**config.mk**
```make
export PLATFORM = sky130hd
export DESIGN_NAME = fm_frequency_meter
export DESIGN_NICKNAME = d
export VERILOG_FILES = /design/src/hw/fm_pkg.sv /design/src/hw/fm_frequency_meter.sv
export SDC_FILE = /design/constraint.sdc
export NUM_CORES = 1
export LEC_CHECK = 0
export BUFFER_PORTS_ARGS = -buffer_cell sky130_fd_sc_hd__buf_4
export CORE_MARGIN = 1
export CORE_UTILIZATION = 50
export DETAILED_ROUTE_END_ITERATION = 6
export PLACE_DENSITY = 0.7
export SYNTH_ARGS = -nofsm -noshare
export SYNTH_HDL_FRONTEND = slang
export SYNTH_SLANG_ARGS = --single-unit
```
**constraint.sdc**
```tcl
create_clock -name clock -period 4.95 [get_ports clock]
set_input_delay 0.2475 -clock clock [delete_from_list [all_inputs] [get_ports clock]]
set_output_delay 0.2475 -clock clock [all_outputs]
set_load 0.05 [all_outputs]
```
**src/hw/fm_pkg.sv**
```systemverilog
// Package with register map, field layout and constants of the frequency meter.
package fm_pkg;

  localparam logic [9:0]  ADDR_CONTROL     = 10'h000;
  localparam logic [9:0]  ADDR_CONFIG      = 10'h004;
  localparam logic [9:0]  ADDR_STATE       = 10'h008;
  localparam logic [9:0]  ADDR_COUNT       = 10'h00c;
  localparam logic [9:0]  ADDR_IRQ_EN_SET  = 10'h010;
  localparam logic [9:0]  ADDR_IRQ_EN_CLR  = 10'h014;
  localparam logic [9:0]  ADDR_IRQ_MASK    = 10'h018;
  localparam logic [9:0]  ADDR_IRQ_PEND    = 10'h01c;
  localparam logic [9:0]  ADDR_IRQ_PEND_CLR = 10'h020;
  localparam logic [9:0]  ADDR_REVISION    = 10'h3fc;

  localparam int          START_BIT        = 0;
  localparam int          BUSY_BIT         = 0;
  localparam int          SWITCHING_BIT    = 1;
  localparam int          IRQ_DONE_BIT     = 0;
  localparam int          IRQ_REF_RDY_BIT  = 1;

  localparam logic [31:0] CONFIG_RESET     = 32'h0000_0000;
  localparam logic [23:0] COUNT_RESET      = 24'h00_0000;
  localparam logic [1:0]  IRQ_RESET        = 2'h0;
  // Arbitrary neutral revision value.
  localparam logic [31:0] REVISION_VALUE   = 32'h0000_0100;

  localparam int          COUNT_WIDTH      = 24;
  localparam int          MSR_SOURCES      = 8;
  localparam int          REF_SOURCES      = 8;
  // Edges of the active reference source needed to finish a switch.
  localparam logic [1:0]  SWITCH_EDGES     = 2'h2;

  typedef struct packed {
    logic       ref_clock_enable;
    logic [9:0] rsv_hi;
    logic [4:0] measured_source_select;
    logic [7:0] reference_cycle_count;
    logic [4:0] rsv_lo;
    logic [2:0] reference_source_select;
  } fm_config_s;

endpackage

```
**src/hw/fm_frequency_meter.sv**
```systemverilog
// Frequency meter: counts measured-clock edges over a window of reference-clock edges.
// Contract
// - Writing one to control bit 0 starts a measurement; zero does nothing.
// - Config bits 15:8 give window length in reference clock periods.
// - Config bits 20:16 choose the measured clock source.
// - Config bits 2:0 choose the reference clock source.
// - Config bit 31 enables the reference clock when one.
// - Switching status bit 1 sets on any config write, clears when reference ready.
// - Busy bit 0 is one during a measurement, zero when done.
// - Result register holds measured cycle count on completion.
// - Result is a 24-bit count; upper bits read zero.
// - Stopped reference leaves busy set forever, no completion interrupt.
// - Reference cannot switch while the active reference source is stopped.
// - Done and reference-ready requests, masked, ORed into one interrupt output.
// - Pending bits set on falling busy and falling switching status.
// - Enable-set writes of one set mask bits; enable-clear writes clear them.
// - Interrupt holds until pending cleared; pending-clear ones clear bits.
// - Meter keeps running while the processor is halted for debug.
// - Measured source codes 0 to 7 map to the eight clock inputs in order.
//
// The implementer's own choice: the address-and-strobe port.
`timescale 1ns/100ps
`default_nettype none

module fm_frequency_meter (
  input  wire logic        clock,          // Bus interface clock, 25 MHz.
  input  wire logic        nrst,           // Asynchronous reset, active low.
  input  wire logic        clk_en,         // Freezes all state while low.
  input  wire logic [9:0]  addr,           // Register byte address.
  input  wire logic [31:0] wdata,          // Write data.
  input  wire logic        wr,             // Write strobe.
  input  wire logic        rd,             // Read strobe.
  output logic      [31:0] rdata,          // Read data, valid the cycle after rd.
  input  wire logic [7:0]  measured_clock, // Candidate measured clocks.
  input  wire logic [7:0]  ref_sources,    // Candidate reference clocks.
  output logic             irq             // Interrupt request, active high.
);

  // Idle, waiting for the first usable reference edge, then counting the window.
  typedef enum logic [1:0] {
    MEAS_IDLE,
    MEAS_ARM,
    MEAS_COUNT
  } fm_meas_e;

  // Inputs are sampled, so each candidate clock must stay below half of 25 MHz.
  logic [7:0]  msr_sync1_reg;
  logic [7:0]  msr_sync2_reg;
  logic [7:0]  ref_sync1_reg;
  logic [7:0]  ref_sync2_reg;
  logic        msr_prev_reg;
  logic        ref_prev_reg;
  fm_pkg::fm_config_s config_reg;
  logic [2:0]  ref_active_reg;
  logic        switching_reg;
  logic [1:0]  switch_edges_reg;
  logic        busy_reg;
  logic [7:0]  ref_count_reg;
  logic [23:0] msr_count_reg;
  logic [23:0] result_reg;
  logic        busy_prev_reg;
  logic        switching_prev_reg;
  logic [1:0]  mask_reg;
  logic [1:0]  pending_reg;
  logic [1:0]  pending_next;
  logic        msr_level;
  logic        ref_level;
  logic        msr_edge;
  logic        ref_edge;
  logic        start_write;
  logic        config_write;
  logic        window_end;
  logic        ref_tick;
  logic        done_event;
  logic        ready_event;
  logic        hit_control;
  logic        hit_config;
  logic        hit_state;
  logic        hit_count;
  logic        hit_en_set;
  logic        hit_en_clr;
  logic        hit_mask;
  logic        hit_pend;
  logic        hit_pend_clr;
  logic        hit_revision;
  logic [31:0] read_next;
  fm_meas_e    meas_state_reg;
  fm_meas_e    meas_state_next;

  function automatic logic rising(input logic prev, input logic cur);
    rising = cur & ~prev;
  endfunction

  // Full ten-bit compare, so no alias of a register answers.
  function automatic logic reg_hit(input logic [9:0] a, input logic [9:0] offset);
    reg_hit = (a == offset);
  endfunction

  function automatic logic pick_bit(input logic [7:0] bits, input logic [2:0] sel);
    pick_bit = bits[sel];
  endfunction

  always_ff @(posedge clock or negedge nrst) begin
    if (!nrst) begin
      msr_sync1_reg <= 8'h00;
      msr_sync2_reg <= 8'h00;
    end else if (clk_en) begin
      msr_sync1_reg <= measured_clock;
      msr_sync2_reg <= msr_sync1_reg;
    end
  end

  always_ff @(posedge clock or negedge nrst) begin
    if (!nrst) begin
      ref_sync1_reg <= 8'h00;
      ref_sync2_reg <= 8'h00;
    end else if (clk_en) begin
      ref_sync1_reg <= ref_sources;
      ref_sync2_reg <= ref_sync1_reg;
    end
  end

  always_comb begin
    if (config_reg.measured_source_select < 5'(fm_pkg::MSR_SOURCES)) begin
      msr_level = pick_bit(msr_sync2_reg, config_reg.measured_source_select[2:0]);
    end else begin
      msr_level = 1'b0;
    end
  end

  assign ref_level = pick_bit(ref_sync2_reg, ref_active_reg);

  always_ff @(posedge clock or negedge nrst) begin
    if (!nrst) begin
      msr_prev_reg <= 1'b0;
    end else if (clk_en) begin
      msr_prev_reg <= msr_level;
    end
  end

  always_ff @(posedge clock or negedge nrst) begin
    if (!nrst) begin
      ref_prev_reg <= 1'b0;
    end else if (clk_en) begin
      ref_prev_reg <= ref_level;
    end
  end

  assign msr_edge     = rising(msr_prev_reg, msr_level);
  assign ref_edge     = rising(ref_prev_reg, ref_level);
  assign hit_control  = reg_hit(addr, fm_pkg::ADDR_CONTROL);
  assign hit_config   = reg_hit(addr, fm_pkg::ADDR_CONFIG);
  assign hit_state    = reg_hit(addr, fm_pkg::ADDR_STATE);
  assign hit_count    = reg_hit(addr, fm_pkg::ADDR_COUNT);
  assign hit_en_set   = reg_hit(addr, fm_pkg::ADDR_IRQ_EN_SET);
  assign hit_en_clr   = reg_hit(addr, fm_pkg::ADDR_IRQ_EN_CLR);
  assign hit_mask     = reg_hit(addr, fm_pkg::ADDR_IRQ_MASK);
  assign hit_pend     = reg_hit(addr, fm_pkg::ADDR_IRQ_PEND);
  assign hit_pend_clr = reg_hit(addr, fm_pkg::ADDR_IRQ_PEND_CLR);
  assign hit_revision = reg_hit(addr, fm_pkg::ADDR_REVISION);
  assign start_write  = wr && hit_control && wdata[fm_pkg::START_BIT];
  assign config_write = wr && hit_config;
  // reference periods count only while enabled
  assign ref_tick     = ref_edge && config_reg.ref_clock_enable && !switching_reg;

  always_ff @(posedge clock or negedge nrst) begin
    if (!nrst) begin
      config_reg <= fm_pkg::CONFIG_RESET;
    end else if (clk_en && config_write) begin
      config_reg <= fm_pkg::fm_config_s'(wdata);
    end
  end

  // Reference switching: finishes only after edges of the active source, so a
  // stopped source keeps the switch pending and the select cannot move.
  always_ff @(posedge clock or negedge nrst) begin
    if (!nrst) begin
      switching_reg    <= 1'b0;
      switch_edges_reg <= 2'h0;
      ref_active_reg   <= 3'h0;
    end else if (clk_en) begin
      if (config_write) begin
        switching_reg    <= 1'b1;
        switch_edges_reg <= 2'h0;
      end else if (switching_reg && ref_edge) begin
        if (switch_edges_reg + 2'h1 >= fm_pkg::SWITCH_EDGES) begin
          switching_reg  <= 1'b0;
          ref_active_reg <= config_reg.reference_source_select;
        end else begin
          switch_edges_reg <= switch_edges_reg + 2'h1;
        end
      end
    end
  end

  // window length in reference periods; a zero window ends on the first edge.
  assign window_end = (meas_state_reg == MEAS_COUNT) && ref_tick
                      && (ref_count_reg + 8'h01 >= config_reg.reference_cycle_count);

  // A start lands part way through a reference period. Opening the window on the
  // next usable reference edge makes it span whole periods, at the cost of up to
  // one extra reference period of latency.
  always_comb begin
    meas_state_next = meas_state_reg;
    case (meas_state_reg)
      MEAS_IDLE: begin
        meas_state_next = MEAS_IDLE;
      end
      MEAS_ARM: begin
        if (ref_tick) begin
          meas_state_next = MEAS_COUNT;
        end
      end
      MEAS_COUNT: begin
        if (window_end) begin
          meas_state_next = MEAS_IDLE;
        end
      end
      default: begin
        meas_state_next = MEAS_IDLE;
      end
    endcase
    if (start_write) begin
      meas_state_next = MEAS_ARM;
    end
  end

  always_ff @(posedge clock or negedge nrst) begin
    if (!nrst) begin
      meas_state_reg <= MEAS_IDLE;
    end else if (clk_en) begin
      meas_state_reg <= meas_state_next;
    end
  end

  // no debug halt input, measurement freezes only while clk_en is low
  always_ff @(posedge clock or negedge nrst) begin
    if (!nrst) begin
      busy_reg      <= 1'b0;
      ref_count_reg <= 8'h00;
      msr_count_reg <= fm_pkg::COUNT_RESET;
      result_reg    <= fm_pkg::COUNT_RESET;
    end else if (clk_en) begin
      if (start_write) begin
        busy_reg      <= 1'b1;
        ref_count_reg <= 8'h00;
        msr_count_reg <= fm_pkg::COUNT_RESET;
      end else if (meas_state_reg == MEAS_COUNT) begin
        if (ref_tick) begin
          ref_count_reg <= ref_count_reg + 8'h01;
        end
        if (msr_edge) begin
          msr_count_reg <= msr_count_reg + 24'h00_0001;
        end
        // no reference edges keeps busy set
        if (window_end) begin
          busy_reg   <= 1'b0;
          result_reg <= msr_count_reg + {23'h00_0000, msr_edge};
        end
      end
    end
  end

  always_ff @(posedge clock or negedge nrst) begin
    if (!nrst) begin
      busy_prev_reg <= 1'b0;
    end else if (clk_en) begin
      busy_prev_reg <= busy_reg;
    end
  end

  always_ff @(posedge clock or negedge nrst) begin
    if (!nrst) begin
      switching_prev_reg <= 1'b0;
    end else if (clk_en) begin
      switching_prev_reg <= switching_reg;
    end
  end

  assign done_event  = busy_prev_reg && !busy_reg;
  assign ready_event = switching_prev_reg && !switching_reg;

  always_ff @(posedge clock or negedge nrst) begin
    if (!nrst) begin
      mask_reg <= fm_pkg::IRQ_RESET;
    end else if (clk_en && wr) begin
      if (hit_en_set) begin
        mask_reg <= mask_reg | wdata[1:0];
      end else if (hit_en_clr) begin
        mask_reg <= mask_reg & ~wdata[1:0];
      end
    end
  end

  always_comb begin
    pending_next = pending_reg;
    if (wr && hit_pend_clr) begin
      pending_next = pending_next & ~wdata[1:0];
    end
    // set on falling status, set beats clear
    if (done_event) begin
      pending_next[fm_pkg::IRQ_DONE_BIT] = 1'b1;
    end
    if (ready_event) begin
      pending_next[fm_pkg::IRQ_REF_RDY_BIT] = 1'b1;
    end
  end

  always_ff @(posedge clock or negedge nrst) begin
    if (!nrst) begin
      pending_reg <= fm_pkg::IRQ_RESET;
    end else if (clk_en) begin
      pending_reg <= pending_next;
    end
  end

  assign irq = |(pending_reg & mask_reg);

  // Read mux; unmapped and write-only offsets read as zero.
  always_comb begin
    read_next = 32'h0000_0000;
    if (hit_config) begin
      read_next = config_reg;
    end else if (hit_state) begin
      read_next = {30'h0000_0000, switching_reg, busy_reg};
    end else if (hit_count) begin
      read_next = {8'h00, result_reg};
    end else if (hit_mask) begin
      read_next = {30'h0000_0000, mask_reg};
    end else if (hit_pend) begin
      read_next = {30'h0000_0000, pending_reg};
    end else if (hit_revision) begin
      read_next = fm_pkg::REVISION_VALUE;
    end
  end

  // Data stands for one cycle only, so a stale word is never taken for a reply.
  always_ff @(posedge clock or negedge nrst) begin
    if (!nrst) begin
      rdata <= 32'h0000_0000;
    end else if (clk_en) begin
      if (rd) begin
        rdata <= read_next;
      end else begin
        rdata <= 32'h0000_0000;
      end
    end
  end

endmodule

`default_nettype wire

```
==> qor.yml, run 1 <==
synth:
  yosys.area.top_type: "dfrtp_1"
  synth_compound_area_frac: 0.0772
  synth_top_family_by_area: "simple AND/OR/NAND/NOR gates"
  yosysUniqueCellTypes: 55
  syn-num-nets: 860
  yosys.area_share.adder: 0.0182
  synth-seq-cells: 169
  avgSynthCellArea_um2: 10.5
  ys_warn_count: 0
  synth_flop_cell: "dfrtp_1"
  synth-simple-area-share: 0.180
  synth.area.mux_share: 0.116
  synthArstFlopShare: 1.00
  yosys-top-cells-area: "dfrtp_1 (51%), mux2_2 (6.2%), nand2_1 (5.7%)"
  netlist_area_um2: 8230
  netlist_instances: 785
  synth-xor-area-share: 0.0500
  ys_seq_area_frac: 0.514
  synth_common_cells: "dfrtp_1 (169), nand2_1 (125), mux2_2 (45), inv_1 (42), nand3_1 (39)"
  synth_most_common_cell: "dfrtp_1"
  synth-edff-count: 0
  yosysTopAreaCellShare: 0.514
sta:
  slew_headroom: 0.243
  fin_crit_sh: 0.642
  rsz0062_at_grt: "no"
  tns_ns: 0
  layout_min_cycle_time_ns: 3.18
  finalMaxSlewViolations: 0
  fmax_mhz: 315
  worst_pin_slew_ns: 1.11
  hold_violations: 0
  setup_violations: 0
  timing.hold.ws_ns: 0.0117
  fin_skew_ns: 0.0108
critical_path:
  critical_path.max_stage_delay_ns: 0.64
  cp-start-kind: "register"
  crit_chain: "mux4_2, mux2_2, and2_1, ha_1, ha_1, nand3_1, nor4_1, and4_1, xor2_1, mux2_4"
  crit_arrival_ns: 3.48
  path_max_fanout: 5
  end_kind: "register"
  critical-path-slowest-cell: "nor4_1"
  r2r_cells: 10
  critPathKind: "register to register"
  crit_required_ns: 5.26
  cp_common_cell: "ha_1"
routing:
  via_per_inst: 5.72
  drc: 0
  postRouteAntennaNets: 0
  vias: 6234
  wl_per_cell_um: 18.6
  drt_first_pass_iters: 5
  drtIter0Drc: 449
  wl_mm: 20.3
clock_network:
  clockBufferDepth: 2
  postCtsHoldBufs: 1
  cts_max_level: 4
  cts_root_buf: "clkbuf_16"
  clk_latency_ns: 0.43
  cts_resized: 0
  cts_made_buffers: 17
  clkSinkCount: 169
  cts_tree: "done"
  postCtsSetupRepairBufs: 0
  cts.clk_slew.worst_paths_ns: 0.07
pwr:
  p_seq_frac: 0.497
  p_switching_w: 0.000749
  peakVddDrop_v: 0.000239
  p_sw_frac: 0.248
  combPwrFrac: 0.080
  p_clk_frac: 0.422
  static-leakage-power_nw: 4.43
  p_per_area_nw_per_um2: 313
  intPower_w: 0.00227
cells_and_area:
  final_core_util: 0.602
  num_antenna_cells: 0
  layoutNonFillerInstCount: 1089
  fin_area_um2: 9630
  area_growth_syn_to_layout_pct: 17.0
  layout-drive-gt1-share: 0.236
  fin_nets: 935
floorplanning:
  coreArea_um2: 16000
  die_w_um: 130
  die_h_um: 130
  die-area_um2: 17000
  rows: 46
  pin_count: 96
  start_util: 0.515
global_route:
  grt_pass1_vias: 6158
  grt_pass1_wl_mm: 32.3
  antenna_found_initial: 0
  grt_max_degree: 88
  overflow: 0
  track_usage: 0.254
run:
  maxCapViolCount: 0
placed_design:
  dp.cells: 1056
  dp_hpwl_mm: 14.2
  io_buffers: 95
  place.gp.congestion: 0.917
  dpl-instance-area_um2: 9060
min_path:
  hold_depth: 3
  hold_class: "input port to register"
run_status:
  status: "finished clean"
==> through the flow <==
step           worst slack [ns]  power (W)
2_1_floorplan              2.19    0.00164
3_3_place_gp               1.90    0.00175
3_5_place_dp               1.80    0.00176
4_1_cts                    1.76    0.00304
5_1_grt                    1.58    0.00314
6_report                   1.77    0.00301
==> power groups by stage <==
stage	clock [W]	combinational (W)	sequential [W]
after floorplan	0	0.000147	0.00149
after global placement	0	0.000231	0.00152
after detailed placement	0	0.000241	0.00152
after CTS	0.00129	0.000244	0.00150
after global routing	0.00136	0.000269	0.00151
final	0.00127	0.000242	0.00150
==> layer usage <==
layer | vias to the layer above | GRT usage | share of wire
met1 | 3073 | 0.332 | 0.44
li1 | 2905 | - | -
met3 | 36 | 0.0570 | 0.053
met5 | - | 0 | 0
met2 | 220 | 0.407 | 0.48
met4 | 0 | 0.108 | 0.026
==> layout make-up <==
class	instances	area, um2
fill	1343	6370
sequential	169	4230
multi-input combinational	528	3640
timing repair buffer	102	772
clock buffer	21	450
tap	216	270
inverter	42	158
clock inverter	11	113
==> placed cells by master (no fill, tap or decap), types with 3 or more instances in the layout <==
master and count:
mux2i_1 5, dfrtp_1 169, mux4_2 4, and2_1 10, inv_6 3, o21ai_0 22, and3_1 10, nor2_1 30
xor2_1 15, nand4_1 18, clkbuf_16 17, o21ai_1 7, o22ai_1 24, clkbuf_1 3, a21oi_1 6, nor4_1 13
or3_1 3, clkinvlp_4 3, and4_1 8, nor3_1 12, nand3_1 39, a22oi_1 24, nand2_1 125, inv_1 42
ha_1 12, or4_1 5, mux2_4 20, nand2b_1 6, buf_4 100, mux2_2 45, xnor2_1 32
==> kinds of logic after synthesis <==
family,count (synthesis)
xor gates and xnor gates,47
buffers and inverters,88
AOI/OAI and AO/OA,99
and+or+nand+nor,295
muxes,75
adders and majority gates,12
DFF,169
==> worst max-delay path, delay by kind of cell (launching register included) <==
| family | cells | cell delay [ns] |
|---|---|---|
| flops | 1 | 0.44 |
| mux | 3 | 0.87 |
| simple gates | 4 | 1.25 |
| fa+ha+maj | 2 | 0.45 |
| xor+xnor | 1 | 0.07 |
==> path summary, 6_finish.rpt <==
kind	startpoint	end	slack, ns
max	config_reg[16]	result_reg[14]	1.77
min	wdata[31]	config_reg[31]	0.01
max reg2reg	config_reg[16]	result_reg[14]	1.77
min reg2reg	config_reg[24]	config_reg[24]	0.49
max in group asynchronous	nrst	msr_count_reg[6]	3.33
min in group asynchronous	nrst	rdata[30]	0.34
No activity file was read; power rests on OpenSTA's default activity.
==> run 2: changes to the inputs <==
--- a/config.mk
+++ b/config.mk
@@ -5,11 +5,12 @@
 export SDC_FILE = /design/constraint.sdc
 export NUM_CORES = 1
 export LEC_CHECK = 0
+export ABC_AREA = 1
 export BUFFER_PORTS_ARGS = -buffer_cell sky130_fd_sc_hd__buf_4
 export CORE_MARGIN = 1
 export CORE_UTILIZATION = 50
 export DETAILED_ROUTE_END_ITERATION = 6
-export PLACE_DENSITY = 0.7
+export PLACE_DENSITY = 0.72
 export SYNTH_ARGS = -nofsm -noshare
 export SYNTH_HDL_FRONTEND = slang
 export SYNTH_SLANG_ARGS = --single-unit
==> constraint.sdc (replaced) <==
create_clock -name clock -period 2.7 [get_ports clock]
set_input_delay 0.135 -clock clock [delete_from_list [all_inputs] [get_ports clock]]
set_output_delay 0.135 -clock clock [all_outputs]
set_load 0.05 [all_outputs]
==> qor.yml, run 2 <==
run_status:
  status: "finished clean"
placed_design:
  place.gp.congestion: 0.912
  dp_hpwl_mm: 15.1
  dpl-instance-area_um2: 9620
  io_buffers: 95
synth:
  synth-edff-count: 0
  netlist_area_um2: 8710
  ys_seq_area_frac: 0.485
  synthArstFlopShare: 1.00
  netlist_instances: 1076
  syn-num-nets: 1151
  synth-seq-cells: 169
  ys_warn_count: 0
  synth_common_cells: "nand2_1 (354), dfrtp_1 (169), inv_1 (122), o21ai_0 (91), nor2_1 (64)"
  synth_flop_cell: "dfrtp_1"
  synth_most_common_cell: "nand2_1"
  yosysUniqueCellTypes: 39
  yosysTopAreaCellShare: 0.485
  yosys-top-cells-area: "dfrtp_1 (49%), nand2_1 (15%), inv_1 (5.3%)"
  yosys.area.top_type: "dfrtp_1"
  avgSynthCellArea_um2: 8.10
global_route:
  grt_max_degree: 63
  grt_pass1_wl_mm: 36.6
  track_usage: 0.260
  grt_pass1_vias: 7360
  antenna_found_initial: 0
  overflow: 0
sta:
  fin_skew_ns: 0.0118
  fmax_mhz: 399
  worst_pin_slew_ns: 0.695
  timing.hold.ws_ns: 0.0620
  slew_headroom: 0.537
  hold_violations: 0
  setup_violations: 0
  fin_crit_sh: 0.928
  layout_min_cycle_time_ns: 2.51
  finalMaxSlewViolations: 0
routing:
  wl_mm: 22.0
  via_per_inst: 5.20
  postRouteAntennaNets: 0
  drt_first_pass_iters: 6
  drtIter0Drc: 543
  wl_per_cell_um: 15.2
  vias: 7533
  drc: 0
cells_and_area:
  fin_area_um2: 10800
  layout_commonest_cell: "nand2_1"
  area_growth_syn_to_layout_pct: 23.8
  layout_common_cells: "nand2_1 (354), dfrtp_1 (169), inv_1 (121)"
  final_core_util: 0.641
  num_antenna_cells: 0
  fin_nets: 1291
  layout-drive-gt1-share: 0.147
pwr:
  p_per_area_nw_per_um2: 537
  intPower_w: 0.00422
  p_sw_frac: 0.273
  power.total_w: 0.00580
  p_switching_w: 0.00158
  p_seq_frac: 0.469
  peakVddDrop_v: 0.000435
  combPwrFrac: 0.099
  p_clk_frac: 0.433
  static-leakage-power_nw: 5.51
run:
  maxCapViolCount: 0
critical_path:
  end_kind: "register"
  rr_endpoint: "result_reg[12]"
  timing.rr.start: "config_reg[16]"
  crit_end: "result_reg[12]"
  r2r_cells: 16
  r2r_slack_ns: 0.19
  crit_arrival_ns: 2.88
  critPathKind: "register to register"
  path_max_fanout: 6
  worstSetupStartpoint: "config_reg[16]"
  crit_required_ns: 3.07
  cp-start-kind: "register"
min_path:
  hold_class: "input port to register"
clock_network:
  cts_root_buf: "clkbuf_16"
  clk_latency_ns: 0.44
  cts_made_buffers: 17
  cts_max_level: 4
  clockBufferDepth: 2
  clkSinkCount: 169
  cts_tree: "done"
  cts.clk_slew.worst_paths_ns: 0.07
floorplanning:
  start_util: 0.518
  coreArea_um2: 16800
  die_h_um: 134
  rows: 47
  die_w_um: 134
  die-area_um2: 18000
  pin_count: 96
==> run 2: changes by cell type in the layout (fill, tap and decap cells not counted), moves of 25 or more <==
cell	before	now
nand2_1	125	354
inv_1	42	121
o21ai_0	22	91
dlygate4sd3_1	1	48
mux2_2	45	0
nor2_1	30	63
xnor2_1	32	7
==> run 2: stage by stage <==
stage          TNS, ns  worst slack [ns]  cells
2_1_floorplan        0             0.349   1076
3_3_place_gp         0            0.0734   1365
3_5_place_dp         0            0.0669   1365
4_1_cts              0            0.0462   1445
5_1_grt        -0.0253           -0.0253   1449
6_report             0             0.193   1449
==> run 2: logic make-up after synthesis <==
logic type      share of synthesized area
compound gates                     0.0961
xor+xnor                           0.0422
fa+ha+maj                          0.0172
buf+inv                            0.0804
flops                               0.485
mux                                0.0126
simple gates                        0.266
==> run 2: layout make-up <==
cell class | instances | area (um2)
sequential | 169 | 4230
clock inverter | 15 | 195
tap | 220 | 275
timing repair buffer | 160 | 1340
clock buffer | 17 | 425
inverter | 128 | 485
multi-input combinational | 740 | 3830
fill | 1449 | 6030
==> run 2: worst min-delay path by stage <==
stage / depth (start not counted) / end / slack, ns / startpoint
finish: 3 / config_reg[0] / 0.06 / wdata[0]
CTS: 3 / config_reg[0] / 0.04 / wdata[0]
floorplan: 0 / asynchronous set/reset pin / -0.16 / nrst
global placement: 1 / msr_sync1_reg[1] / 0.15 / nrst
detailed placement: 1 / msr_sync1_reg[1] / 0.16 / nrst
global route: 3 / config_reg[0] / 0.06 / wdata[0]
==> run 2: layer usage <==
| metal | track usage | part of all wire | vias up |
|---|---|---|---|
| met5 | 0 | 0 | - |
| met1 | 0.348 | 0.46 | 3574 |
| met3 | 0.0537 | 0.044 | 25 |
| met2 | 0.431 | 0.48 | 184 |
| met4 | 0.0668 | 0.012 | 0 |
| li1 | - | - | 3750 |
==> run 2: critical path, cell delays in order (launching register included) <==
cell and delay, ns:
dfrtp_1 0.42, inv_2 0.14, nand2_1 0.06, nand3_1 0.07, nand3b_1 0.08, nand2_1 0.08, nand3b_1 0.10, inv_1 0.08
ha_1 0.20, ha_1 0.22, nand3_2 0.14, inv_1 0.10, nand2_1 0.09, nor2_1 0.16, xor2_1 0.26, nand4_1 0.14
nand2_1 0.09
==> run 2: power groups by stage <==
| stage | clock network (W) | logic (W) | registers [W] |
|---|---|---|---|
| after global routing | 0.00266 | 0.000650 | 0.00273 |
| after CTS | 0.00254 | 0.000572 | 0.00272 |
| final | 0.00251 | 0.000572 | 0.00272 |
| after detailed placement | 0 | 0.000508 | 0.00276 |
| after global placement | 0 | 0.000498 | 0.00276 |
| after floorplan | 0 | 0.000304 | 0.00275 |
==> run 2: what timing repair did <==
action	4_1_cts	5_1_grt
gates resized for setup	0	8
hold buffers	48	0
endpoints found under the setup margin	0	27
hold endpoints to repair	102	0
buffers inserted	0	2
